$ cat config.mk
export PLATFORM = sky130hd
export DESIGN_NAME = modem_power_state_sequencer
export DESIGN_NICKNAME = d
export VERILOG_FILES = /design/src/hw/pwr_seq_pkg.sv /design/src/hw/wake_if.sv /design/src/hw/wake_timer.sv /design/src/hw/modem_power_state_sequencer.sv
export SDC_FILE = /design/constraint.sdc
export NUM_CORES = 1
export LEC_CHECK = 0
export BUFFER_PORTS_ARGS = -buffer_cell sky130_fd_sc_hd__buf_2
export CORE_ASPECT_RATIO = 0.75
export CORE_UTILIZATION = 55
export CTS_BUF_LIST = sky130_fd_sc_hd__clkbuf_4 sky130_fd_sc_hd__clkbuf_8 sky130_fd_sc_hd__clkbuf_16
export DETAILED_ROUTE_END_ITERATION = 10
export PLACE_DENSITY = 0.85
export SYNTH_ARGS = -nofsm -noshare
export SYNTH_HDL_FRONTEND = slang
export SYNTH_SLANG_ARGS = --single-unit
$ cat constraint.sdc
create_clock -name CLK_SYS -period 4.2 [get_ports CLK_SYS]
set_input_delay 0.21 -clock CLK_SYS [delete_from_list [all_inputs] [get_ports CLK_SYS]]
set_output_delay 0.21 -clock CLK_SYS [all_outputs]
set_load 0.01 [all_outputs]
$ cat src/hw/pwr_seq_pkg.sv
// Constants and state types for the modem power-state sequencer
package pwr_seq_pkg;

    // System clock rate
    localparam int unsigned CLK_HZ          = 10_000_000;
    localparam int unsigned CLK_PERIOD_NS   = 100;

    // Least low time on the on/off-wake pin, in milliseconds
    localparam int unsigned WAKE_MIN_MS     = 5000;
    localparam int unsigned WAKE_MIN_CYC    = (WAKE_MIN_MS * (CLK_HZ / 1000));

    // Least graceful power-off time, in milliseconds
    localparam int unsigned GRACE_MIN_MS    = 1000;
    localparam int unsigned GRACE_MIN_CYC   = (GRACE_MIN_MS * (CLK_HZ / 1000));

    // Least low time that counts as an on/off power-off pulse, milliseconds
    localparam int unsigned OFF_PULSE_MS    = 1000;
    localparam int unsigned OFF_PULSE_CYC   = (OFF_PULSE_MS * (CLK_HZ / 1000));

    // Sleep duty cycle of the main processor, in cycles
    localparam int unsigned SLEEP_PERIOD_CYC = 1000;
    localparam int unsigned SLEEP_ON_CYC     = 100;

    // Width of the timing counters
    localparam int unsigned CNT_W           = 32;

    // Power states, Gray coded along off, on, sleep, deep sleep
    typedef enum logic [2:0] {
        ST_OFF      = 3'b000,
        ST_ON       = 3'b001,
        ST_SLEEP    = 3'b011,
        ST_PSM      = 3'b010,
        ST_GRACE    = 3'b110,
        ST_HALT     = 3'b111,
        ST_FAST     = 3'b101
    } pwr_state_type;

endpackage

$ cat src/hw/wake_if.sv
// Interface carrying the on/off-wake pin low-time measurement
`timescale 1ns/1ps
interface wake_if;
    logic       pin_low;    // Synchronised pin level, high when pin is low
    logic       long_low;   // Pin low for at least the wake minimum
    logic       off_low;    // Pin low for at least the power-off pulse
    logic       released;   // One-cycle pulse when the pin goes back high
    logic       was_long;   // With released: the low phase met wake minimum

    modport meas (input pin_low, output long_low, off_low, released, was_long);
    modport ctrl (output pin_low, input long_low, off_low, released, was_long);
endinterface

$ cat src/hw/wake_timer.sv
// Low-time meter for the on/off-wake pin
`timescale 1ns/1ps
module wake_timer
    import pwr_seq_pkg::*;
#(
    parameter int unsigned WAKE_CYC = WAKE_MIN_CYC,
    parameter int unsigned OFF_CYC  = OFF_PULSE_CYC
) (
    input  wire logic CLK_SYS,
    input  wire logic RST,
    wake_if.meas      wk
);

    logic [CNT_W-1:0] cnt_r;
    logic [CNT_W-1:0] cnt_nxt;
    logic             low_d_r;
    logic             low_d_nxt;

    // Count how long the pin has stayed low, saturating at the wake minimum
    always_comb begin
        low_d_nxt = wk.pin_low;
        cnt_nxt   = cnt_r;
        if (!wk.pin_low) begin
            cnt_nxt = '0;
        end else if (cnt_r < CNT_W'(WAKE_CYC)) begin
            cnt_nxt = cnt_r + CNT_W'(1);
        end
    end

    always_ff @(posedge CLK_SYS) begin
        if (RST) begin
            cnt_r   <= '0;
            low_d_r <= 1'b0;
        end else begin
            cnt_r   <= cnt_nxt;
            low_d_r <= low_d_nxt;
        end
    end

    assign wk.long_low = (cnt_r >= CNT_W'(WAKE_CYC));
    assign wk.off_low  = (cnt_r >= CNT_W'(OFF_CYC));
    assign wk.released = low_d_r && !wk.pin_low;
    assign wk.was_long = (cnt_r >= CNT_W'(WAKE_CYC));

endmodule

$ cat src/hw/modem_power_state_sequencer.sv
// Power-state sequencer: off, on, sleep, deep sleep and shutdown paths
`timescale 1ns/1ps
module modem_power_state_sequencer
    import pwr_seq_pkg::*;
#(
    parameter int unsigned WAKE_CYC   = WAKE_MIN_CYC,
    parameter int unsigned GRACE_CYC  = GRACE_MIN_CYC,
    parameter int unsigned OFF_CYC    = OFF_PULSE_CYC,
    parameter int unsigned PERIOD_CYC = SLEEP_PERIOD_CYC,
    parameter int unsigned ON_CYC     = SLEEP_ON_CYC
) (
    input  wire logic CLK_SYS,
    input  wire logic RST,
    input  wire logic VBATT_OK,
    input  wire logic ON_OFF_WAKE_N,
    input  wire logic FAST_PIN,
    input  wire logic FAST_PIN_EN,
    input  wire logic POWER_ON_REQ,
    input  wire logic SHUTDOWN_CMD,
    input  wire logic SYSTEM_HALT_CMD,
    input  wire logic FAST_SHUTDOWN_CMD,
    input  wire logic POWER_SAVING_ENABLE_CMD,
    input  wire logic POWER_SAVING_DISABLE_CMD,
    input  wire logic SLEEP_REQ,
    input  wire logic HOST_CMD,
    input  wire logic UPDATE_TIMER_EXPIRED,
    input  wire logic SCHEDULED_WAKE,
    input  wire logic IDLE_DONE,
    output logic      POWER_ON_INDICATOR,
    output logic      BASEBAND_ON,
    output logic      RTC_RUN,
    output logic      CPU_ON,
    output logic      CMD_ACCEPT,
    output logic      NET_DETACH,
    output logic      FS_CLOSE,
    output logic      HALTED,
    output logic      FAST_ACTIVE,
    output logic [2:0] STATE
);

    // Refuse timing values that the counters cannot serve
    initial begin
        if (WAKE_CYC < 2 || OFF_CYC < 1 || OFF_CYC > WAKE_CYC ||
            GRACE_CYC < 2 || ON_CYC < 1 || ON_CYC >= PERIOD_CYC) begin
            $error("modem_power_state_sequencer: bad timing parameters");
        end
    end

    // Two-flop synchronisers for the pins; only the second stage is read
    logic [2:0] pin_s1_r;
    logic [2:0] pin_s1_nxt;
    logic [2:0] pin_s2_r;
    logic [2:0] pin_s2_nxt;
    logic       fast_d_r;
    logic       fast_d_nxt;

    // Next values: shift the pins through both stages
    always_comb begin
        pin_s1_nxt = {VBATT_OK, FAST_PIN, ON_OFF_WAKE_N};
        pin_s2_nxt = pin_s1_r;
        fast_d_nxt = pin_s2_r[1];
    end

    // Reset to the idle-high levels so no false edge follows reset
    always_ff @(posedge CLK_SYS) begin
        if (RST) begin
            pin_s1_r <= 3'h7;
            pin_s2_r <= 3'h7;
            fast_d_r <= 1'b1;
        end else begin
            pin_s1_r <= pin_s1_nxt;
            pin_s2_r <= pin_s2_nxt;
            fast_d_r <= fast_d_nxt;
        end
    end

    logic vbatt_s;
    logic wake_n_s;
    logic fast_fall;

    assign vbatt_s   = pin_s2_r[2];
    assign wake_n_s  = pin_s2_r[0];
    // falling edge trigger
    // Edge counts only while the input is configured for fast shutdown
    assign fast_fall = FAST_PIN_EN && fast_d_r && !pin_s2_r[1];

    // Wake pin low-time meter
    wake_if wk ();
    assign wk.pin_low = !wake_n_s;

    wake_timer #(
        .WAKE_CYC (WAKE_CYC),
        .OFF_CYC  (OFF_CYC)
    ) u_wake (
        .CLK_SYS (CLK_SYS),
        .RST     (RST),
        .wk      (wk)
    );

    // Sequencer state
    pwr_state_type    st_r;
    pwr_state_type    st_nxt;
    logic [CNT_W-1:0] tmr_r;
    logic [CNT_W-1:0] tmr_nxt;
    logic             psm_en_r;
    logic             psm_en_nxt;
    logic             pend_r;
    logic             pend_nxt;
    // Set on a pin wake so the same held low phase cannot also halt
    logic             hold_r;
    logic             hold_nxt;

    // Pulsed processor enable in sleep
    function automatic logic duty_on(input logic [CNT_W-1:0] t);
        duty_on = (t < CNT_W'(ON_CYC));
    endfunction

    // Next state and timers
    always_comb begin
        // Timer runs freely; states that time something zero it on entry
        st_nxt     = st_r;
        tmr_nxt    = tmr_r + CNT_W'(1);
        psm_en_nxt = psm_en_r;
        pend_nxt   = pend_r;
        // Hold lasts only while the waking low phase goes on
        hold_nxt   = hold_r && wk.pin_low;
        if (POWER_SAVING_ENABLE_CMD) begin
            psm_en_nxt = 1'b1;
        end else if (POWER_SAVING_DISABLE_CMD) begin
            psm_en_nxt = 1'b0;
        end
        case (st_r)
            ST_OFF: begin
                // Timed work restarts from zero at the next power-on
                tmr_nxt  = '0;
                pend_nxt = 1'b0;
                if (POWER_ON_REQ && vbatt_s) begin
                    st_nxt = ST_ON;
                end
            end
            ST_ON, ST_SLEEP: begin
                // Wrap the duty-cycle timer once per sleep period
                if (st_r == ST_SLEEP && tmr_r >= CNT_W'(PERIOD_CYC - 1)) begin
                    tmr_nxt = '0;
                end
                // Priority: fast, halt, graceful, deep sleep, sleep moves
                if (FAST_SHUTDOWN_CMD || fast_fall) begin
                    st_nxt = ST_FAST;
                end else if (SYSTEM_HALT_CMD ||
                             (wk.long_low && !hold_r &&
                              !UPDATE_TIMER_EXPIRED)) begin
                    st_nxt  = ST_HALT;
                end else if (SHUTDOWN_CMD || (wk.released && !wk.was_long &&
                             pend_r)) begin
                    st_nxt  = ST_GRACE;
                    tmr_nxt = '0;
                end else if (UPDATE_TIMER_EXPIRED && psm_en_r) begin
                    st_nxt = ST_PSM;
                end else if (st_r == ST_ON && SLEEP_REQ) begin
                    st_nxt  = ST_SLEEP;
                    tmr_nxt = '0;
                end else if (st_r == ST_SLEEP && HOST_CMD) begin
                    st_nxt = ST_ON;
                end
                // Release ends the pulse and clears the mark in on and sleep; off always clears it, and the other states leave it as it was
                pend_nxt = wk.released ? 1'b0 : (wk.off_low ? 1'b1 : pend_r);
            end
            ST_PSM: begin
                tmr_nxt = '0;
                if (wk.long_low || SCHEDULED_WAKE) begin
                    st_nxt   = ST_ON;
                    // Waking pulse is not reused as a halt request
                    hold_nxt = wk.long_low;
                end
            end
            ST_GRACE: begin
                if (tmr_r >= CNT_W'(GRACE_CYC - 1) && IDLE_DONE) begin
                    st_nxt = ST_OFF;
                end else if (FAST_SHUTDOWN_CMD || fast_fall) begin
                    // A fast request may cut a slow graceful off short
                    st_nxt = ST_FAST;
                end
            end
            ST_HALT: begin
                if (!wk.pin_low && !SYSTEM_HALT_CMD && wake_n_s) begin
                    st_nxt = ST_OFF;
                end
            end
            ST_FAST: begin
                // One cycle to close files, then power off
                st_nxt = ST_OFF;
            end
            default: begin
                st_nxt = ST_OFF;
            end
        endcase
        // Supply loss drops everything to off
        if (!vbatt_s) begin
            st_nxt     = ST_OFF;
            psm_en_nxt = 1'b0;
        end
    end

    // Register the sequencer state
    always_ff @(posedge CLK_SYS) begin
        if (RST) begin
            st_r     <= ST_OFF;
            tmr_r    <= '0;
            psm_en_r <= 1'b0;
            pend_r   <= 1'b0;
            hold_r   <= 1'b0;
        end else begin
            st_r     <= st_nxt;
            tmr_r    <= tmr_nxt;
            psm_en_r <= psm_en_nxt;
            pend_r   <= pend_nxt;
            hold_r   <= hold_nxt;
        end
    end

    // Registered outputs derived from next state, except RTC_RUN from the supply
    logic       ind_nxt;
    logic       bb_nxt;
    logic       rtc_nxt;
    logic       cpu_nxt;
    logic       acc_nxt;
    logic       det_nxt;
    logic       fs_nxt;
    logic       halt_nxt;
    logic       fast_nxt;

    always_comb begin
        ind_nxt  = (st_nxt != ST_OFF) && (st_nxt != ST_PSM) &&
                   (st_nxt != ST_HALT);
        // Baseband down in off, deep sleep, halt and fast
        bb_nxt   = (st_nxt == ST_ON) || (st_nxt == ST_GRACE) ||
                   (st_nxt == ST_SLEEP);
        rtc_nxt  = vbatt_s;
        cpu_nxt  = (st_nxt == ST_ON) || (st_nxt == ST_GRACE) ||
                   ((st_nxt == ST_SLEEP) && duty_on(tmr_nxt));
        acc_nxt  = (st_nxt == ST_ON) || (st_nxt == ST_SLEEP);
        det_nxt  = (st_nxt == ST_GRACE);
        fs_nxt   = (st_nxt == ST_GRACE) || (st_nxt == ST_FAST);
        halt_nxt = (st_nxt == ST_HALT);
        fast_nxt = (st_nxt == ST_FAST);
    end

    // Every output comes straight from a flop
    always_ff @(posedge CLK_SYS) begin
        if (RST) begin
            POWER_ON_INDICATOR <= 1'b0;
            BASEBAND_ON        <= 1'b0;
            RTC_RUN            <= 1'b0;
            CPU_ON             <= 1'b0;
            CMD_ACCEPT         <= 1'b0;
            NET_DETACH         <= 1'b0;
            FS_CLOSE           <= 1'b0;
            HALTED             <= 1'b0;
            FAST_ACTIVE        <= 1'b0;
            STATE              <= 3'h0;
        end else begin
            POWER_ON_INDICATOR <= ind_nxt;
            BASEBAND_ON        <= bb_nxt;
            RTC_RUN            <= rtc_nxt;
            CPU_ON             <= cpu_nxt;
            CMD_ACCEPT         <= acc_nxt;
            NET_DETACH         <= det_nxt;
            FS_CLOSE           <= fs_nxt;
            HALTED             <= halt_nxt;
            FAST_ACTIVE        <= fast_nxt;
            STATE              <= st_nxt;
        end
    end

endmodule

==> impl_summary.md <==
Logic synthesis
The sequential fraction of the synthesis area is 40.8%. By area the synthesized netlist is led by sky130_fd_sc_hd__dfxtp_1 41%, sky130_fd_sc_hd__nor2_1 7.0%, sky130_fd_sc_hd__xor2_1 6.0%. After Yosys synthesis, full adders, half adders and majority gates account for less than 1% of the synthesized area.

In the post-synthesis netlist, the cell with the most instances is sky130_fd_sc_hd__dfxtp_1. By area, the combinational part of the netlist is dominated by simple AND/OR/NAND/NOR gates. In the synthesized netlist the dominant register cell turns out to be sky130_fd_sc_hd__dfxtp_1.

Summing every instance area after synthesis gives 4260 sq um. Counting every instance in the synthesized netlist gives roughly 520. The mean area per synthesized cell is 8.17 sq um. The count of flip-flops with a built-in enable after synthesis is 0.

The commonest cells after synthesis are 87 x sky130_fd_sc_hd__dfxtp_1, 80 x sky130_fd_sc_hd__nor2_1, 36 x sky130_fd_sc_hd__nand2_1, 29 x sky130_fd_sc_hd__xor2_1, 27 x sky130_fd_sc_hd__nand3_1. The mux cell area share after synthesis is 0.704%. The largest total area in the synthesized netlist belongs to sky130_fd_sc_hd__dfxtp_1. Summing the areas of all xor and xnor instances in the mapped netlist gives 11.1% of the synthesized area.

Synthesis instantiated 52 different standard cells from the library. For this run, asynchronously set or reset flops after synthesis account for 0%. Counting flops and latches in the post-synthesis netlist gives between 80 and 90.

Yosys printed 0 warnings. The synthesized netlist devotes 10.4% of its cell area to compound gates. In this run the biggest area consumer among cell types represents between 40% and 50% of the synthesized area. After Yosys synthesis, and, or, nand and nor cells account for between 30 and 40% of the synthesized area.

The number of nets in the synthesized netlist is 542.

Layout
The final layout contains 560 nets. Counting the fill cells in the layout gives 611. The post-layout utilization of the core is 63.3%.

Relative to the synthesized area, the layout overhead comes to 10.3%. The number of antenna diodes in the final layout is 0. In the final layout, the share of cells above drive strength 1 is 11.7%.

Run status
The run finished with clean final reports.

CTS
The clock reaches the later pin of the worst-skew pair after 0.37 ns. TritonCTS built the clock tree. The number of buffers created by CTS is 9. Gates resized during post-CTS repair numbered 0. The clock net in this run drives a total of 87 sinks. The clock root buffer is sky130_fd_sc_hd__clkbuf_8. The longest clock path from root to sink contains 2 buffers. The number of setup buffers added after CTS is 0.

The number of H-tree branching levels is 3. The hold-fix buffer count after cts is 0. After clock tree synthesis, the clock-pin slew on the worst setup and hold paths is ~0.09 ns.

Place
The HPWL after detailed placement is 6540 um. OpenSTA, run right after detailed placement, puts the worst setup slack at 1.22 ns. Input and output buffers added on the ports amount to 28. The final RePlAce weighted congestion is 0.931.

Setup path
For the worst setup path, the data arrival time is 3.28 ns. The worst setup path is captured at a flop. STA classifies the critical path startpoint as a flop.

The data required time of the critical path is 4.46 ns. By startpoint and endpoint, the worst setup path is classified as flop to flop. In this run the worst path has a maximum fanout of 19.

Global routing
The maximum number of pins on one net before global-route repair is 33. Global routing used 23.9% of the available tracks across all layers. The total grt overflow is 0. The global-route wire length before repair is between 15000 and 20000 um.

The number of global-route vias before repair is approximately 3.4k. The number of antenna violations at the first check in global routing is 0.

Die
The number of placement rows is 27. The floorplan step set the die height to 78.3 um. The width of the chip is 104 um. The initial utilization of the core area, before any placement, comes to ~57%. After floorplanning, the core was sized to cover around 7400 sq um. For this design the top-level I/O count stands at 29. The die covers 8110 sq um.

Routing
The DRC violations left is 0. The detailed router finished its first iteration with between 400 and 500 violations. After detailed routing, the number of vias per cell comes to just under 6.

The final layout contains routed wiring with a total length of 9320 um. In the final routed layout, each cell accounts on average for approximately 14 um. The length of the first detailed-routing pass in iterations is 5. The overall via count from detail_route is 3745. The count of nets left with antenna violations once routing finished came out at 0.

Job
The total of max-cap violations is 0.

STA
In this run the tightest slew margin relative to its limit is 31.1%. The final critical delay including setup and external delays is 3.03 ns. Final hold analysis gives a worst-case slack of a little under 0.02 ns.

The number of hold violations in the final report is 0. Adding up every negative setup slack in the final design gives 0 ns. The highest clock frequency the design can meet is about 330 MHz.

The number of failing setup endpoints in the final timing report is 0. For the pin with the worst max-slew slack, the measured transition is 1.02 ns. The max-slew violation total from the final report was 0. Setup repair after global routing left no endpoint under its margin. The final period utilization is approximately 72%. In the post-route analysis, the smallest setup slack over all paths is 1.17 ns. On the final layout, the worst clock skew is 0.00981 ns.

Pwr
Of the total power, registers draw 51.7%. The share of total power dissipated in combinational logic is 5.4%. The share of power burned in the clock network is 43.0%. The internal portion of the total power is about 0.0013 W. IR analysis of the VDD net gives a maximum drop of ~220 uV. The power per cell area is between 300 and 400 nW/um^2.

The total power consumption of the routed design is 0.00165 W. In this run the static leakage power is between 1.5 and 2 nW. For this design the total switching power over the nets is 0.000363 W. Net switching is 22.1% of the power.

Hold path
The worst hold path class is input port to flop.
-- registers in the layout (all words and copies together), names as in the netlist --
name,cells
HALTED,1
CMD_ACCEPT,1
FAST_ACTIVE,1
BASEBAND_ON,1
CPU_ON,1
FS_CLOSE,1
u_wake.low_d_r,1
u_wake.cnt_r,32
STATE,3
tmr_r,32
pin_s1_r,3
hold_r,1
psm_en_r,1
RTC_RUN,1
pend_r,1
fast_d_r,1
POWER_ON_INDICATOR,1
NET_DETACH,1
pin_s2_r,3
-- path summary, 6_finish.rpt --
path                   start           to  slack (ns)  cells past startpoint
min            ON_OFF_WAKE_N  pin_s1_r[0]        0.02                      2
max reg2reg  u_wake.cnt_r[7]  BASEBAND_ON        1.17                      8
max          u_wake.cnt_r[7]  BASEBAND_ON        1.17                      8
min reg2reg      pin_s1_r[1]  pin_s2_r[1]        0.42                      1
-- per-stage QoR --
stage	area, sq um	std cells
floorplan	4260	522
global placement	4460	630
detailed placement	4460	630
CTS	4700	646
global route	4700	646
finish	4700	646
-- metal layers --
metal	GRT usage, %	vias to the layer above	part of all wire, %	wire, um
li1	-	1855	-	-
met1	33.3	1735	48	4440
met2	36.3	141	43	4030
met3	7.06	14	8.0	743
met4	6.14	0	1.1	102
met5	0	-	0	0
-- critical path, stage by stage, from the launching register on --
cell	delay, ns
sky130_fd_sc_hd__dfxtp_1	0.36
sky130_fd_sc_hd__or4_1	0.55
sky130_fd_sc_hd__o211a_1	0.27
sky130_fd_sc_hd__o22ai_4	0.41
sky130_fd_sc_hd__nand2_1	0.12
sky130_fd_sc_hd__a22o_1	0.18
sky130_fd_sc_hd__or4_1	0.57
sky130_fd_sc_hd__and3_4	0.24
sky130_fd_sc_hd__or2_1	0.21
-- power by group through the flow --
stage	sequential, W	combinational, W	clock [W]
after global placement	0.000869	0.0000857	0
after CTS	0.000851	0.0000893	0.000715
final	0.000851	0.0000888	0.000708
after floorplan	0.000872	0.0000549	0
after detailed placement	0.000870	0.0000881	0
after global routing	0.000853	0.0000981	0.000751
-- cell usage in the layout (no fill, tap or decap), types with 3 or more instances in the layout --
cell type and count:
sky130_fd_sc_hd__buf_4 3, sky130_fd_sc_hd__a31oi_1 5, sky130_fd_sc_hd__nor2b_1 6, sky130_fd_sc_hd__nor2_1 80, sky130_fd_sc_hd__a21o_1 3, sky130_fd_sc_hd__bufinv_16 3, sky130_fd_sc_hd__nand3b_1 4, sky130_fd_sc_hd__xnor2_1 25
sky130_fd_sc_hd__or2_2 13, sky130_fd_sc_hd__dfxtp_1 87, sky130_fd_sc_hd__or3_1 7, sky130_fd_sc_hd__or4_1 3, sky130_fd_sc_hd__nand4_1 25, sky130_fd_sc_hd__nor4_1 9, sky130_fd_sc_hd__mux2i_1 3, sky130_fd_sc_hd__nand2_1 36
sky130_fd_sc_hd__ha_1 3, sky130_fd_sc_hd__xor2_1 29, sky130_fd_sc_hd__and3_1 7, sky130_fd_sc_hd__o31ai_1 3, sky130_fd_sc_hd__o21ai_0 14, sky130_fd_sc_hd__inv_1 16, sky130_fd_sc_hd__buf_2 28, sky130_fd_sc_hd__clkbuf_8 9
sky130_fd_sc_hd__nand3_1 27, sky130_fd_sc_hd__and4_1 6, sky130_fd_sc_hd__a21oi_1 19, sky130_fd_sc_hd__nor3_1 23, sky130_fd_sc_hd__and2_1 12, sky130_fd_sc_hd__nand2b_1 5
-- final cells by class --
type	count	area, sq um	area share, %
sequential	87	1740	37.0
clock inverter	5	106	2.26
timing repair buffer	31	163	3.46
inverter	16	60.1	1.28
clock buffer	11	139	2.95
tap	101	126	2.69
multi-input combinational	395	2370	50.3
-- cell families (layout without fill, tap and decap cells) --
| group | after synthesis | after routing |
|---|---|---|
| multiplexers | 3 | 3 |
| flip-flops | 87 | 87 |
| AO/OA/AOI/OAI | 65 | 65 |
| XOR/XNOR | 54 | 54 |
| buffers and inverters | 40 | 63 |
| AND/OR/NAND/NOR | 270 | 270 |
| adder cells (fa/ha/maj) | 3 | 3 |
Power figures use the tool's default switching activity.
